[config.mk]
export PLATFORM = sky130hd
export DESIGN_NAME = osc_switch_ctrl
export DESIGN_NICKNAME = d
export VERILOG_FILES = /design/src/hw/osc_switch_ctrl.v
export VERILOG_INCLUDE_DIRS = /design/src /design/src/include
export SDC_FILE = /design/constraint.sdc
export NUM_CORES = 1
export LEC_CHECK = 0
export BUFFER_PORTS_ARGS = -buffer_cell sky130_fd_sc_hd__buf_2
export CAP_MARGIN = 15
export CORE_ASPECT_RATIO = 1.1
export CORE_UTILIZATION = 30
export CTS_BUF_LIST = sky130_fd_sc_hd__clkbuf_16
export CTS_CLUSTER_DIAMETER = 100
export DETAILED_ROUTE_END_ITERATION = 16
export GPL_TIMING_DRIVEN = 0
export HOLD_SLACK_MARGIN = 0.03
export PLACE_DENSITY_LB_ADDON = 0.15
export RECOVER_POWER = 100
export SLEW_MARGIN = 20
export SYNTH_ARGS = -nofsm -noshare
export SYNTH_HDL_FRONTEND = slang
export SYNTH_SLANG_ARGS = --single-unit
[constraint.sdc]
create_clock -name i_sys_clk -period 1.4 [get_ports i_sys_clk]
set_input_delay 0.07 -clock i_sys_clk [delete_from_list [all_inputs] [get_ports i_sys_clk]]
set_output_delay 0.07 -clock i_sys_clk [all_outputs]
set_load 0.02 [all_outputs]
[src/include/osc_switch_defs.vh]
// register offsets, field positions, reset values and codes for the oscillator switch block
// assumes inclusion by bare name from design and bench files
`ifndef OSC_SWITCH_DEFS_VH
`define OSC_SWITCH_DEFS_VH

`define OSC_ADDR_W 12
`define OSC_REQUEST_OFS 12'h88D
`define OSC_CURRENT_OFS 12'h88E
`define OSC_SWCTL_OFS 12'h88F
`define OSC_STATUS_OFS 12'h890
`define OSC_ENABLE_OFS 12'h891
`define OSC_TRIM_OFS 12'h892
`define OSC_FREQ_OFS 12'h893

// request and current field positions
`define OSC_SRC_MSB 6
`define OSC_SRC_LSB 4
`define OSC_DIV_MSB 3
`define OSC_DIV_LSB 0

// switch control bit positions
`define OSC_HOLD_BIT 7
`define OSC_SPWR_BIT 6
`define OSC_DONE_BIT 4
`define OSC_NSR_BIT 3

// source codes
`define OSC_SRC_EXT 3'h7
`define OSC_SRC_FAST 3'h6
`define OSC_SRC_SLOW 3'h5
`define OSC_SRC_SEC 3'h4
`define OSC_SRC_RSV_HI 3'h3
`define OSC_SRC_EXT_PLL 3'h2
`define OSC_SRC_FAST_PLL 3'h1
`define OSC_SRC_RSV_LO 3'h0

// divider codes
`define OSC_DIV_MAX 4'h9
`define OSC_DIV_RESET_FAST 4'h2
`define OSC_DIV_RESET_OTHER 4'h0

// reset values
`define OSC_SWCTL_RESET 2'h0
`define OSC_ENABLE_RESET 6'h00
`define OSC_TRIM_RESET 6'h00
`define OSC_FREQ_RESET 3'h0

`endif

[src/hw/osc_switch_ctrl.v]
// oscillator control register bank and clock-switch sequencer
// assumes inputs synchronous to i_sys_clk; oscillator ready inputs are levels from the analog side
// What this block does
// - source codes decode to oscillator and multiplier
// - divider code selects ratio two power code
// - reserved source write leaves source unchanged
// - fuse zero makes request register read-only
// - reset loads requested source from fuse
// - reset divider 0010 for fast, else 0000
// - active source and divider are read-only
// - active fields equal request after reset
// - held switch waits, raises switch interrupt flag
// - unheld switch happens once new source ready and both clocks safe
// - secondary power select bit, resets low
// - done flag high when request equals active
// - new-source-ready only during switch with ready
// - unheld new-source-ready lasts one cycle when both clocks are safe, longer while either is not
// - external ready in status bit seven
// - switch interrupt flag set with new-source-ready
// - switch updates active fields, clears ready flag
// - force-on bits keep oscillators running, reset low
`timescale 1ns/1ps
`include "osc_switch_defs.vh"

module osc_switch_ctrl #(
	parameter SRC_W = 3,
	parameter DIV_W = 4
) (
	input wire i_sys_clk,
	input wire i_srst,
	input wire [11:0] i_addr,
	input wire [7:0] i_wdata,
	input wire i_wr,
	input wire i_rd,
	output reg [7:0] o_rdata,
	input wire [2:0] i_reset_source_fuse,
	input wire i_switch_permit_fuse,
	input wire i_external_ready,
	input wire i_fast_internal_ready,
	input wire i_mid_internal_ready,
	input wire i_slow_internal_ready,
	input wire i_secondary_ready,
	input wire i_converter_clock_ready,
	input wire i_multiplier_ready,
	input wire i_old_clock_safe,
	input wire i_new_clock_safe,
	input wire i_peripheral_request_ext,
	input wire i_peripheral_request_fast,
	input wire i_peripheral_request_mid,
	input wire i_peripheral_request_slow,
	input wire i_peripheral_request_sec,
	input wire i_peripheral_request_conv,
	input wire i_switch_irq_enable,
	output reg [2:0] o_active_source,
	output reg [3:0] o_active_divider,
	output reg [9:0] o_divide_ratio,
	output reg o_multiplier_on,
	output wire o_switch_pending,
	output wire o_switch_irq_flag,
	output wire o_switch_irq,
	output wire o_secondary_high_power,
	output wire o_external_run,
	output wire o_fast_internal_run,
	output wire o_mid_internal_run,
	output wire o_slow_internal_run,
	output wire o_secondary_run,
	output wire o_converter_clock_run,
	output wire [5:0] o_fast_internal_trim,
	output wire [2:0] o_fast_internal_freq_select
);

	// default divider for a given source at reset
	function [3:0] reset_divider;
		input [2:0] src;
		begin
			reset_divider = (src == `OSC_SRC_FAST) ? `OSC_DIV_RESET_FAST : `OSC_DIV_RESET_OTHER;
		end
	endfunction

	// reserved source codes
	function is_reserved_source;
		input [2:0] src;
		begin
			is_reserved_source = (src == `OSC_SRC_RSV_HI) || (src == `OSC_SRC_RSV_LO);
		end
	endfunction

	// sources that run through the clock multiplier
	function is_pll_source;
		input [2:0] src;
		begin
			is_pll_source = (src == `OSC_SRC_EXT_PLL) || (src == `OSC_SRC_FAST_PLL);
		end
	endfunction

	// ready level of the oscillator chain behind a source code
	function source_ready;
		input [2:0] src;
		input ext_r;
		input fast_r;
		input slow_r;
		input sec_r;
		input pll_r;
		begin
			case (src)
			`OSC_SRC_EXT: source_ready = ext_r;
			`OSC_SRC_FAST: source_ready = fast_r;
			`OSC_SRC_SLOW: source_ready = slow_r;
			`OSC_SRC_SEC: source_ready = sec_r;
			`OSC_SRC_EXT_PLL: source_ready = ext_r & pll_r;
			`OSC_SRC_FAST_PLL: source_ready = fast_r & pll_r;
			default: source_ready = 1'b0;
			endcase
		end
	endfunction

	// postscaler ratio, two to the power of the code; reserved codes give zero
	function [9:0] ratio_of;
		input [3:0] div;
		begin
			if (div <= `OSC_DIV_MAX) begin
				ratio_of = 10'h001 << div;
			end else begin
				ratio_of = 10'h000;
			end
		end
	endfunction

	// sequencer states
	localparam ST_IDLE = 2'h0;
	localparam ST_WAIT = 2'h1;
	localparam ST_HELD = 2'h2;
	localparam ST_SWAP = 2'h3;

	// sequencer and register state
	reg [1:0] state;
	reg [1:0] next_state;
	reg [2:0] requested_source;
	reg [3:0] requested_divider;
	reg switch_hold;
	reg secondary_power_select;
	reg new_source_ready;
	reg switch_irq_flag;
	reg [5:0] force_on;
	reg [5:0] fast_internal_trim;
	reg [2:0] fast_internal_freq_select;
	reg reset_seen;
	reg [7:0] next_rdata;

	// switch status and write field slices
	wire mismatch;
	wire req_ready;
	wire switch_done_flag;
	wire do_swap;
	wire [2:0] wr_source;
	wire [3:0] wr_divider;
	// register hits for the write strobe
	wire wr_request;
	wire wr_swctl;
	wire wr_enable;
	wire wr_trim;
	wire wr_freq;

	assign mismatch = (requested_source != o_active_source) || (requested_divider != o_active_divider);
	assign switch_done_flag = ~mismatch;
	assign req_ready = source_ready(requested_source, i_external_ready, i_fast_internal_ready,
		i_slow_internal_ready, i_secondary_ready, i_multiplier_ready);
	// swap in the swap state whenever both clocks sit at a safe level; switch_hold is not checked here
	assign do_swap = (state == ST_SWAP) && i_old_clock_safe && i_new_clock_safe;
	assign wr_source = i_wdata[`OSC_SRC_MSB:`OSC_SRC_LSB];
	assign wr_divider = i_wdata[`OSC_DIV_MSB:`OSC_DIV_LSB];

	// write decode, one hit per writable register
	assign wr_request = i_wr && (i_addr == `OSC_REQUEST_OFS);
	assign wr_swctl = i_wr && (i_addr == `OSC_SWCTL_OFS);
	assign wr_enable = i_wr && (i_addr == `OSC_ENABLE_OFS);
	assign wr_trim = i_wr && (i_addr == `OSC_TRIM_OFS);
	assign wr_freq = i_wr && (i_addr == `OSC_FREQ_OFS);

	// switch sequencer next state
	// a rewrite to the active value abandons a pending or held switch
	always @* begin
		next_state = state;
		case (state)
		ST_IDLE: begin
			if (mismatch) begin
				next_state = ST_WAIT;
			end
		end
		ST_WAIT: begin
			if (!mismatch) begin
				next_state = ST_IDLE;
			end else if (req_ready && switch_hold) begin
				next_state = ST_HELD;
			end else if (req_ready) begin
				next_state = ST_SWAP;
			end
		end
		ST_HELD: begin
			if (!mismatch) begin
				next_state = ST_IDLE;
			end else if (!req_ready) begin
				next_state = ST_WAIT;
			end else if (!switch_hold) begin
				next_state = ST_SWAP;
			end
		end
		ST_SWAP: begin
			if (do_swap || !mismatch) begin
				next_state = ST_IDLE;
			end else if (!req_ready) begin
				next_state = ST_WAIT;
			end else if (switch_hold) begin
				next_state = ST_HELD;
			end
		end
		default: next_state = ST_IDLE;
		endcase
	end

	// request register, fuse-loaded at reset
	// reserved source codes leave the source alone, the divider still lands
	always @(posedge i_sys_clk) begin
		if (i_srst) begin
			requested_source <= i_reset_source_fuse;
			requested_divider <= reset_divider(i_reset_source_fuse);
		end else if (wr_request && i_switch_permit_fuse) begin
			if (!is_reserved_source(wr_source)) begin
				requested_source <= wr_source;
			end
			requested_divider <= wr_divider;
		end
	end

	// active fields follow request at reset and at the swap instant
	always @(posedge i_sys_clk) begin
		if (i_srst) begin
			o_active_source <= i_reset_source_fuse;
			o_active_divider <= reset_divider(i_reset_source_fuse);
		end else if (do_swap) begin
			o_active_source <= requested_source;
			o_active_divider <= requested_divider;
		end
	end

	// decoded clock tree controls from the active selection
	always @(posedge i_sys_clk) begin
		if (i_srst) begin
			o_divide_ratio <= 10'h000;
			o_multiplier_on <= 1'b0;
		end else begin
			o_divide_ratio <= ratio_of(o_active_divider);
			o_multiplier_on <= is_pll_source(o_active_source);
		end
	end

	// sequencer state and new-source-ready flag
	always @(posedge i_sys_clk) begin
		if (i_srst) begin
			state <= ST_IDLE;
			new_source_ready <= 1'b0;
		end else begin
			state <= next_state;
			// high only in a switch with ready source, dropped at the swap
			new_source_ready <= (next_state == ST_HELD) || ((next_state == ST_SWAP) && !do_swap);
		end
	end

	// sticky switch interrupt flag; set wins over software clear
	always @(posedge i_sys_clk) begin
		if (i_srst) begin
			switch_irq_flag <= 1'b0;
		end else if ((state == ST_WAIT) && mismatch && req_ready) begin
			switch_irq_flag <= 1'b1;
		end else if (wr_swctl && !i_wdata[`OSC_DONE_BIT]) begin
			switch_irq_flag <= 1'b0;
		end
	end

	// switch control bits
	always @(posedge i_sys_clk) begin
		if (i_srst) begin
			{switch_hold, secondary_power_select} <= `OSC_SWCTL_RESET;
		end else if (wr_swctl) begin
			switch_hold <= i_wdata[`OSC_HOLD_BIT];
			secondary_power_select <= i_wdata[`OSC_SPWR_BIT];
		end
	end

	// manual oscillator enables
	always @(posedge i_sys_clk) begin
		if (i_srst) begin
			force_on <= `OSC_ENABLE_RESET;
		end else if (wr_enable) begin
			force_on <= i_wdata[7:2];
		end
	end

	// fast internal oscillator trim
	always @(posedge i_sys_clk) begin
		if (i_srst) begin
			fast_internal_trim <= `OSC_TRIM_RESET;
		end else if (wr_trim) begin
			fast_internal_trim <= i_wdata[5:0];
		end
	end

	// fast internal oscillator frequency select
	always @(posedge i_sys_clk) begin
		if (i_srst) begin
			fast_internal_freq_select <= `OSC_FREQ_RESET;
		end else if (wr_freq) begin
			fast_internal_freq_select <= i_wdata[2:0];
		end
	end

	// catches the first cycle after reset release; no source-driven oscillator run requests before it
	always @(posedge i_sys_clk) begin
		if (i_srst) begin
			reset_seen <= 1'b0;
		end else begin
			reset_seen <= 1'b1;
		end
	end

	// read mux for the addressed register
	always @* begin
		next_rdata = 8'h00;
		case (i_addr)
		`OSC_REQUEST_OFS: next_rdata = {1'b0, requested_source, requested_divider};
		`OSC_CURRENT_OFS: next_rdata = {1'b0, o_active_source, o_active_divider};
		`OSC_SWCTL_OFS: next_rdata = {switch_hold, secondary_power_select, 1'b0, switch_done_flag,
			new_source_ready, 3'h0};
		`OSC_STATUS_OFS: next_rdata = {i_external_ready, i_fast_internal_ready, i_mid_internal_ready,
			i_slow_internal_ready, i_secondary_ready, i_converter_clock_ready, 1'b0, i_multiplier_ready};
		`OSC_ENABLE_OFS: next_rdata = {force_on, 2'h0};
		`OSC_TRIM_OFS: next_rdata = {2'h0, fast_internal_trim};
		`OSC_FREQ_OFS: next_rdata = {5'h00, fast_internal_freq_select};
		default: next_rdata = 8'h00;
		endcase
	end

	// read data, valid in the cycle after the read strobe and zero otherwise
	always @(posedge i_sys_clk) begin
		if (i_srst) begin
			o_rdata <= 8'h00;
		end else if (i_rd) begin
			o_rdata <= next_rdata;
		end else begin
			o_rdata <= 8'h00;
		end
	end

	// oscillator run requests: forced, peripheral, or selected by the requested source
	assign o_external_run = force_on[5] | i_peripheral_request_ext | (reset_seen &
		((requested_source == `OSC_SRC_EXT) | (requested_source == `OSC_SRC_EXT_PLL)));
	assign o_fast_internal_run = force_on[4] | i_peripheral_request_fast | (reset_seen &
		((requested_source == `OSC_SRC_FAST) | (requested_source == `OSC_SRC_FAST_PLL)));
	assign o_mid_internal_run = force_on[3] | i_peripheral_request_mid;
	assign o_slow_internal_run = force_on[2] | i_peripheral_request_slow | (reset_seen &
		(requested_source == `OSC_SRC_SLOW));
	assign o_secondary_run = force_on[1] | i_peripheral_request_sec | (reset_seen &
		(requested_source == `OSC_SRC_SEC));
	assign o_converter_clock_run = force_on[0] | i_peripheral_request_conv;

	// status and control outputs
	assign o_switch_pending = mismatch;
	assign o_switch_irq_flag = switch_irq_flag;
	assign o_switch_irq = switch_irq_flag & i_switch_irq_enable;
	assign o_secondary_high_power = secondary_power_select;
	assign o_fast_internal_trim = fast_internal_trim;
	assign o_fast_internal_freq_select = fast_internal_freq_select;

endmodule // osc_switch_ctrl

==> impl_metrics.json, run 1 <==
{
  "dp.final_hpwl_mm": 5.72,
  "met2_usage_pct": 29.4,
  "place.gp.congestion": 0.791,
  "drv_cap": 0,
  "fp.dieArea_um2": 9110,
  "async_flop_share_pct": 0,
  "placed_area_um2": 3220,
  "synth_edf_count": 14,
  "dr.first_iter.drc_count": 120,
  "grt_overflow": 0,
  "antenna_left": 0,
  "drive_gt1_share_pct": 32.7,
  "clock_latency_ns": 0.29,
  "coreArea_um2": 8410,
  "top_usage_layer": "met2",
  "design_area_um2": 3580,
  "synth-seq-area-share_pct": 47.4,
  "cts_tree": "built",
  "finalHoldViolCount": 0,
  "port_buffers": 86,
  "via_per_inst": 4.87,
  "fillers": 896,
  "cts_sinks": 55,
  "syn_nets": 303,
  "finalWorstSetupSlack_ns": -0.259,
  "rows": 35,
  "final_cell_mix": "47 x clkbuf_1, 45 x buf_2, 41 x dfxtp_1",
  "fp.dieW_um": 91.1,
  "peakVddDrop_uv": 607,
  "clk_path_buf_depth": 2,
  "synthCells": 259,
  "synth_seq_cells": 55,
  "cp-end-kind": "output port",
  "antenna_cells": 0,
  "r2r_start": "requested_divider[2]",
  "status": "finished, violations left",
  "clk_pin_slew_worst_paths_ns": 0.07,
  "pwr-share-seq_pct": 48.3,
  "p_sw_share_pct": 26.9,
  "rsz0062_at_grt": "yes",
  "nNetsFinal": 413,
  "gr-usage-all-layers_pct": 17.2,
  "timing.final.crit_share_pct": 119,
  "antenna_found_initial": 0,
  "layout_commonest_cell": "clkbuf_1",
  "whs_path_depth": 3,
  "min_to": "switch_hold",
  "cp_data_arrival_time_ns": 1.59,
  "yosysWarnings": 0,
  "max_slew_margin_pct": 60.9,
  "worstPathMaxFanout": 4,
  "min_path_type": "input pin to flop",
  "p_int_uw": 2620,
  "use_met1_pct": 22.2,
  "max_slew.worst_pin.slew_ns": 0.579,
  "leakage_uw": 0.00154,
  "syn_area_per_cell_um2": 10.1,
  "fmax_ghz": 0.603,
  "startpoint_type": "flop",
  "critPathKind": "flop to output port",
  "grt_pass1_wl_mm": 12.0,
  "setup_viol_count_final": 10,
  "finClkSkew_ns": 0.00554,
  "cp.required_ns": 1.33,
  "drv_slew": 0,
  "clockRootBuffer": "clkbuf_16",
  "hp-start": "i_wdata[7]",
  "ioPinCount": 89,
  "powerDensity_nw_per_um2": 1000,
  "p_comb_share_pct": 16.6,
  "area_growth_syn_to_layout_pct": 36.8,
  "grt_pass1_vias": 2223,
  "htreeDepth": 2,
  "vias": 2344,
  "syn_area_um2": 2620,
  "clkPwrFrac_pct": 35.1,
  "grt_max_degree": 19,
  "drtPass1Iterations": 4,
  "grtUsageMet3_pct": 3.48,
  "post_drt_wl_per_cell_um": 16.1,
  "wl_mm": 7.73,
  "fin_total_pwr_uw": 3590,
  "switching_power_uw": 967,
  "violations": "setup timing",
  "timing.rr.end": "new_source_ready",
  "reg2reg_slack_ns": -0.19,
  "start_util_pct": 31.1,
  "synth_ff_type": "dfxtp_1",
  "drc": 0,
  "rr_worst_depth": 5,
  "period_minus_slack_ns": 1.66,
  "die_h_um": 100,
  "cts_buffers": 5,
  "synth_cell_type_count": 50
}
[cell families (layout without fill, tap and decap cells)]
family | count (synthesis) | after routing | share of synthesized area [%]
flip-flops | 55 | 55 | 47.4
AO/OA/AOI/OAI | 41 | 41 | 12.0
AND/OR/NAND/NOR | 100 | 100 | 22.1
XOR/XNOR | 10 | 10 | 3.34
multiplexers | 28 | 28 | 11.4
buffers and inverters | 25 | 136 | 3.73
[synth_stat cells, types with 4 or more instances]
master / number / area (um2)
nor3b_1: 4 / 30.0
nor3_1: 8 / 40.0
a22oi_1: 8 / 60.1
dfxtp_1: 41 / 821
nor2b_1: 10 / 62.6
mux2i_1: 22 / 220
nand3_1: 6 / 30.0
edfxtp_1: 14 / 420
nor2_1: 35 / 131
o22a_2: 5 / 50.1
clkbuf_1: 12 / 45.0
o21ai_0: 11 / 55.1
nand2_1: 10 / 37.5
inv_1: 10 / 37.5
xor2_1: 8 / 70.1
mux2_2: 5 / 56.3
[power groups by stage]
stage / registers, uW / logic (uW) / clock network, uW
finish: 1740 / 596 / 1260
global route: 1740 / 644 / 1360
CTS: 1730 / 551 / 1280
detailed placement: 1770 / 489 / 0
global placement: 1770 / 486 / 0
floorplan: 1790 / 268 / 0
[area by class of cell]
| cell class | instances | area [um2] | area share (%) |
|---|---|---|---|
| well taps | 111 | 139 | 3.88 |
| repair buffers | 108 | 578 | 16.1 |
| clock buffers | 5 | 125 | 3.49 |
| plain buffers | 10 | 42.5 | 1.19 |
| flip-flops and latches | 55 | 1240 | 34.6 |
| inverters | 10 | 37.5 | 1.05 |
| clock inverters | 3 | 25.0 | 0.699 |
| multi-input cells | 179 | 1390 | 38.9 |
[registers in the layout, indices dropped and copies added, names as in the netlist, 2 cells and up]
name and flops:
state 2, o_fast_internal_trim 6, o_active_divider 4, o_divide_ratio 10, o_fast_internal_freq_select 3, requested_divider 4, o_rdata 8, o_active_source 3
requested_source 3, force_on 6
[worst max path at each step]
| stage | slack, ns | end | depth (start not counted) | startpoint |
|---|---|---|---|---|
| 3_5_place_dp | -0.34 | new_source_ready | 5 | requested_source[0] |
| 2_1_floorplan | -0.27 | new_source_ready | 5 | o_active_divider[2] |
| 4_1_cts | -0.26 | o_switch_pending | 4 | o_active_divider[3] |
| 6_report | -0.26 | o_switch_pending | 4 | requested_divider[2] |
| 3_3_place_gp | -0.32 | new_source_ready | 5 | requested_source[2] |
| 5_1_grt | -0.33 | o_switch_pending | 4 | requested_divider[2] |
[worst max-delay path: stages, from the launching register on]
cell and delay [ns]:
edfxtp_1 0.45, xor2_2 0.22, nor4_4 0.32, nand2_2 0.14
buf_6 0.16
[metrics by stage]
stage	hold WS [ns]	cells	util [%]	setup TNS [ns]	setup slack, ns
floorplan	0.214	259	-	-1.02	-0.272
finish	0.0337	481	42.6	-1.41	-0.259
global placement	0.332	456	38.3	-7.79	-0.322
CTS	0.0304	474	41.6	-1.72	-0.263
detailed placement	0.334	456	38.3	-8.07	-0.343
global route	0.0323	481	42.6	-2.53	-0.332
[metal layers]
layer  part of all wire [%]  vias to the layer above  wire (um)
met1                     46                     1102       3540
met3                    4.7                       10        366
met4                    1.3                        0        102
met5                      0                        -          0
li1                       -                     1151          -
met2                     48                       81       3720
[repair_timing]
item / in CTS / in global routing
hold buffers: 0 / 0
setup endpoints to repair: 10 / 25
buffers inserted: 14 / 11
pin swaps: 5 / 14
gates resized for setup: 9 / 30
Power figures use the tool's default switching activity.
==> run 2: changes to the inputs <==
RECOVER_POWER = 50   (was 100)
SLEW_MARGIN = 15   (was 20)
==> impl_metrics.json, run 2 (synthesis gave the netlist of run 1 again) <==
{
  "max_stage_delay_ns": 0.45,
  "antenna_left": 0,
  "area_growth_syn_to_layout_pct": 37.7,
  "drive_gt1_share_pct": 34.6,
  "layout_commonest_cell": "buf_2",
  "reg.largest.list": "o_divide_ratio x10, o_rdata x8",
  "crit_path_top_delay_cell": "edfxtp_1",
  "top_register": "o_divide_ratio",
  "hold_slack_ns": 0.0280,
  "finalHoldViolCount": 0,
  "powerDensity_nw_per_um2": 998,
  "drv_cap": 0,
  "clkPwrFrac_pct": 35.0,
  "regArea_um2": 1240,
  "drc": 0,
  "place_ws_ns": -0.343,
  "cts_buffers": 5,
  "clock_latency_ns": 0.30,
  "final_cell_mix": "51 x buf_2, 41 x clkbuf_1, 41 x dfxtp_1",
  "dr.first_iter.drc_count": 107,
  "status": "finished, violations left",
  "nNetsFinal": 413,
  "pwr-share-seq_pct": 48.2,
  "antenna_found_initial": 0,
  "critPathBufInv": 1,
  "wl_mm": 7.68,
  "placed_area_um2": 3220,
  "setup_viol_count_final": 10,
  "dp_cells": 456,
  "place.gp.congestion": 0.791,
  "peakVddDrop_uv": 608,
  "die_h_um": 100,
  "drtPass1Iterations": 4,
  "post_drt_wl_per_cell_um": 16.0,
  "grt_max_degree": 19,
  "gr-usage-all-layers_pct": 17.2,
  "grt_pass1_vias": 2223,
  "p_int_uw": 2630,
  "crit_chain": "xor2_2 > nor4_4 > nand2_2 > buf_6",
  "clk_path_buf_depth": 2,
  "cp.required_ns": 1.33,
  "ioPinCount": 89,
  "cts_sinks": 55,
  "critPathKind": "flop to output port",
  "dp.final_hpwl_mm": 5.72,
  "grt_pass1_wl_mm": 12.0,
  "startpoint_type": "flop",
  "worstPathMaxFanout": 4,
  "violations": "setup timing",
  "max_slew_margin_pct": 61.6,
  "cts_tree": "built",
  "fillers": 897,
  "via_per_inst": 4.87,
  "p_comb_share_pct": 16.8,
  "holdBufCountCts": 0,
  "fin_util_pct": 42.9,
  "max_slew.worst_pin.slew_ns": 0.569,
  "rows": 35,
  "switching_power_uw": 967,
  "min_path_type": "input pin to flop",
  "finalWorstSetupSlack_ns": -0.259,
  "htreeDepth": 2,
  "finClkSkew_ns": 0.00569,
  "multi_input_area_um2": 1410,
  "clk_pin_slew_worst_paths_ns": 0.07,
  "timing.final.crit_share_pct": 119,
  "clockRootBuffer": "clkbuf_16",
  "cp-end-kind": "output port",
  "instances_no_fill": 481,
  "leakage_uw": 0.00156,
  "fp.dieW_um": 91.1,
  "grt_overflow": 0,
  "start_util_pct": 31.1,
  "largest_register_ffs": 10,
  "rsz0062_at_grt": "yes",
  "p_sw_share_pct": 26.9,
  "cp_data_arrival_time_ns": 1.59,
  "antenna_cells": 0,
  "design_area_um2": 3610,
  "drv_slew": 0,
  "vias": 2342,
  "cp_top_family": "simple AND/OR/NAND/NOR gates",
  "period_minus_slack_ns": 1.66,
  "port_buffers": 86,
  "coreArea_um2": 8410,
  "fp.dieArea_um2": 9110,
  "fmax_ghz": 0.603
}
==> run 2: cell types whose count changed in the layout (fill, tap and decap cells not counted), sizes merged <==
cell,before,now
buf,65,74
clkbuf,58,49
==> run 2: per-stage QoR <==
stage               total power (uW)  setup TNS (ns)
floorplan                       2060           -1.02
global placement                2250           -7.79
detailed placement              2260           -8.07
CTS                             3560           -1.72
global route                    3760           -2.13
finish                          3600           -1.41
==> run 2: timing repair <==
action,4_1_cts,5_1_grt
setup endpoints to repair,10,25
resized for setup,9,30
pin swaps,5,14
setup buffers,14,11
==> run 2: power groups by stage <==
stage,clock [uW],sequential (uW),combinational [uW]
after floorplan,0,1790,268
after global placement,0,1770,486
after detailed placement,0,1770,489
after CTS,1280,1730,551
after global routing,1360,1740,653
final,1260,1740,603
==> run 2: cell type report <==
class | count | area share [%]
timing repair buffer | 108 | 16.4
sequential | 55 | 34.4
buffer | 10 | 1.18
inverter | 10 | 1.04
multi-input combinational | 179 | 39.0
clock buffer | 5 | 3.47
tap | 111 | 3.85
clock inverter | 3 | 0.694
==> run 2: per-layer routing <==
metal / global-route usage, % / vias to the layer above / part of all wire [%]
li1: - / 1152 / -
met1: 22.2 / 1099 / 45
met2: 29.4 / 81 / 49
met3: 3.48 / 10 / 5.3
met4: 5.01 / 0 / 1.3
met5: 0 / - / 0
==> run 2: path summary, 6_finish.rpt <==
kind                 endpoint  cells past startpoint                  from  slack, ns
max          o_switch_pending                      4  requested_divider[2]      -0.26
min               switch_hold                      3            i_wdata[7]       0.03
max reg2reg  new_source_ready                      5  requested_divider[2]      -0.19
min reg2reg       force_on[3]                      2           force_on[3]       0.52
==> run 2: worst min-delay path, cell delays in order <==
cell     delay, ns
buf_2         0.09
mux2i_1       0.06
nor2_1        0.07
==> run 3: changes to the inputs <==
MAX_ROUTING_LAYER = met4   (was unset)
clock period = 2.05 ns   (was 1.4 ns; I/O delays follow)
==> impl_metrics.json, run 3 (synthesis gave the netlist of run 1 again) <==
{
  "nNetsFinal": 394,
  "placed_area_um2": 3190,
  "critPathKind": "flop to output port",
  "timing.final.crit_share_pct": 91.1,
  "fmax_ghz": 0.536,
  "crit_path_top_delay_cell": "edfxtp_1",
  "via_per_inst": 4.83,
  "peakVddDrop_uv": 371,
  "grt_pass1_wl_mm": 11.7,
  "wl_mm": 7.47,
  "reg2reg_slack_ns": 0.43,
  "start_util_pct": 31.1,
  "cts_buffers": 5,
  "startpoint_type": "flop",
  "design_area_um2": 3300,
  "drv_cap": 0,
  "worstPathMaxFanout": 10,
  "rows": 35,
  "use_met1_pct": 23.0,
  "finalHoldViolCount": 0,
  "die_h_um": 100,
  "place.gp.congestion": 0.797,
  "post_cts_resize_count": 0,
  "gr-usage-all-layers_pct": 17.4,
  "antenna_found_initial": 0,
  "post_drt_wl_per_cell_um": 16.2,
  "ioPinCount": 89,
  "dr.first_iter.drc_count": 125,
  "antenna_left": 0,
  "drc": 0,
  "fp.dieW_um": 91.1,
  "largest_register_ffs": 10,
  "max_slew_margin_pct": 46.9,
  "holdBufCountCts": 0,
  "grt_pass1_vias": 2111,
  "drive_gt1_share_pct": 23.4,
  "clk_path_buf_depth": 2,
  "min_path_type": "input pin to flop",
  "cts_tree": "built",
  "fp.dieArea_um2": 9110,
  "rr_worst_depth": 4,
  "clk_pin_slew_worst_paths_ns": 0.07,
  "min_to": "switch_hold",
  "clock_latency_ns": 0.29,
  "final_cell_mix": "50 x buf_2, 49 x clkbuf_1, 41 x dfxtp_1",
  "setup_viol_count_final": 0,
  "coreArea_um2": 8410,
  "dp.final_hpwl_mm": 5.73,
  "drtPass1Iterations": 4,
  "port_buffers": 86,
  "postCtsSetupRepairBufs": 0,
  "crit_chain": "xor2_1 > nor4_2 > nand2_1 > buf_2",
  "hp-start": "i_wdata[7]",
  "rsz0062_at_grt": "no",
  "layout_commonest_cell": "buf_2",
  "cp_data_arrival_time_ns": 1.76,
  "cp.required_ns": 1.95,
  "area_growth_syn_to_layout_pct": 26.1,
  "met2_usage_pct": 28.0,
  "vias": 2232,
  "tns_ns": 0,
  "cts_sinks": 55,
  "whs_path_depth": 3,
  "period_minus_slack_ns": 1.87,
  "r2r_start": "requested_source[2]",
  "reg.largest.list": "o_divide_ratio x10, o_rdata x8",
  "timing.rr.end": "new_source_ready",
  "status": "completed",
  "clockRootBuffer": "clkbuf_16",
  "top_register": "o_divide_ratio",
  "powerDensity_nw_per_um2": 741,
  "leakage_uw": 0.00140,
  "cp-end-kind": "output port",
  "antenna_cells": 0,
  "grtUsageMet3_pct": 3.03,
  "max_stage_delay_ns": 0.55,
  "htreeDepth": 2,
  "finClkSkew_ns": 0.00421,
  "top_usage_layer": "met2",
  "grt_max_degree": 17,
  "grt_overflow": 0,
  "max_slew.worst_pin.slew_ns": 0.796,
  "drv_slew": 0
}
[run 3: changes by cell type in the layout (fill, tap and decap cells not counted), sizes merged]
cell      change
buf          -24
clkbuf        +5
bufinv        +1
clkinvlp      -1
[run 3: worst max-delay path by stage]
stage	start	endpoint	slack, ns
finish	requested_source[2]	o_switch_pending	0.18
floorplan	o_active_divider[2]	new_source_ready	0.35
CTS	requested_source[0]	o_switch_pending	0.06
global route	requested_source[1]	o_switch_pending	0.06
global placement	i_addr[0]	requested_divider[2]	0.11
detailed placement	i_addr[0]	requested_divider[0]	0.05
[run 3: area by class of cell]
class | count | area, um2
well taps | 111 | 139
clock buffers | 5 | 125
multi-input cells | 179 | 1290
inverters | 10 | 37.5
flip-flops and latches | 55 | 1240
fillers | 890 | 5110
clock inverters | 3 | 38.8
repair buffers | 86 | 382
plain buffers | 13 | 52.6
[run 3: routing by layer]
layer / share of wire (%) / routed length, um
met4: 0.64 / 48
met3: 5.9 / 437
met5: 0 / 0
met2: 48 / 3570
met1: 46 / 3410
[run 3: power breakdown]
group | total (uW) | switching, uW | internal [uW]
registers | 1190 | 39.5 | 1150
logic | 312 | 188 | 124
clock network | 941 | 371 | 570
total | 2450 | 598 | 1850
[run 3: through the flow]
step	hold WS [ns]	instances	total power [uW]	setup slack [ns]	utilization, %
6_report	0.0642	462	2450	0.183	39.3
5_1_grt	0.0715	462	2550	0.0584	39.3
4_1_cts	0.0648	464	2470	0.0601	39.9
3_5_place_dp	0.365	456	1530	0.0523	37.9
3_3_place_gp	0.360	456	1530	0.105	37.9
2_1_floorplan	0.220	259	1400	0.353	-
[run 3: worst max-delay path, delay by kind of cell (launching register included)]
family,cells,cell delay (ns)
simple gates,2,0.49
xor+xnor,1,0.23
flops,1,0.55
buf+inv,1,0.20
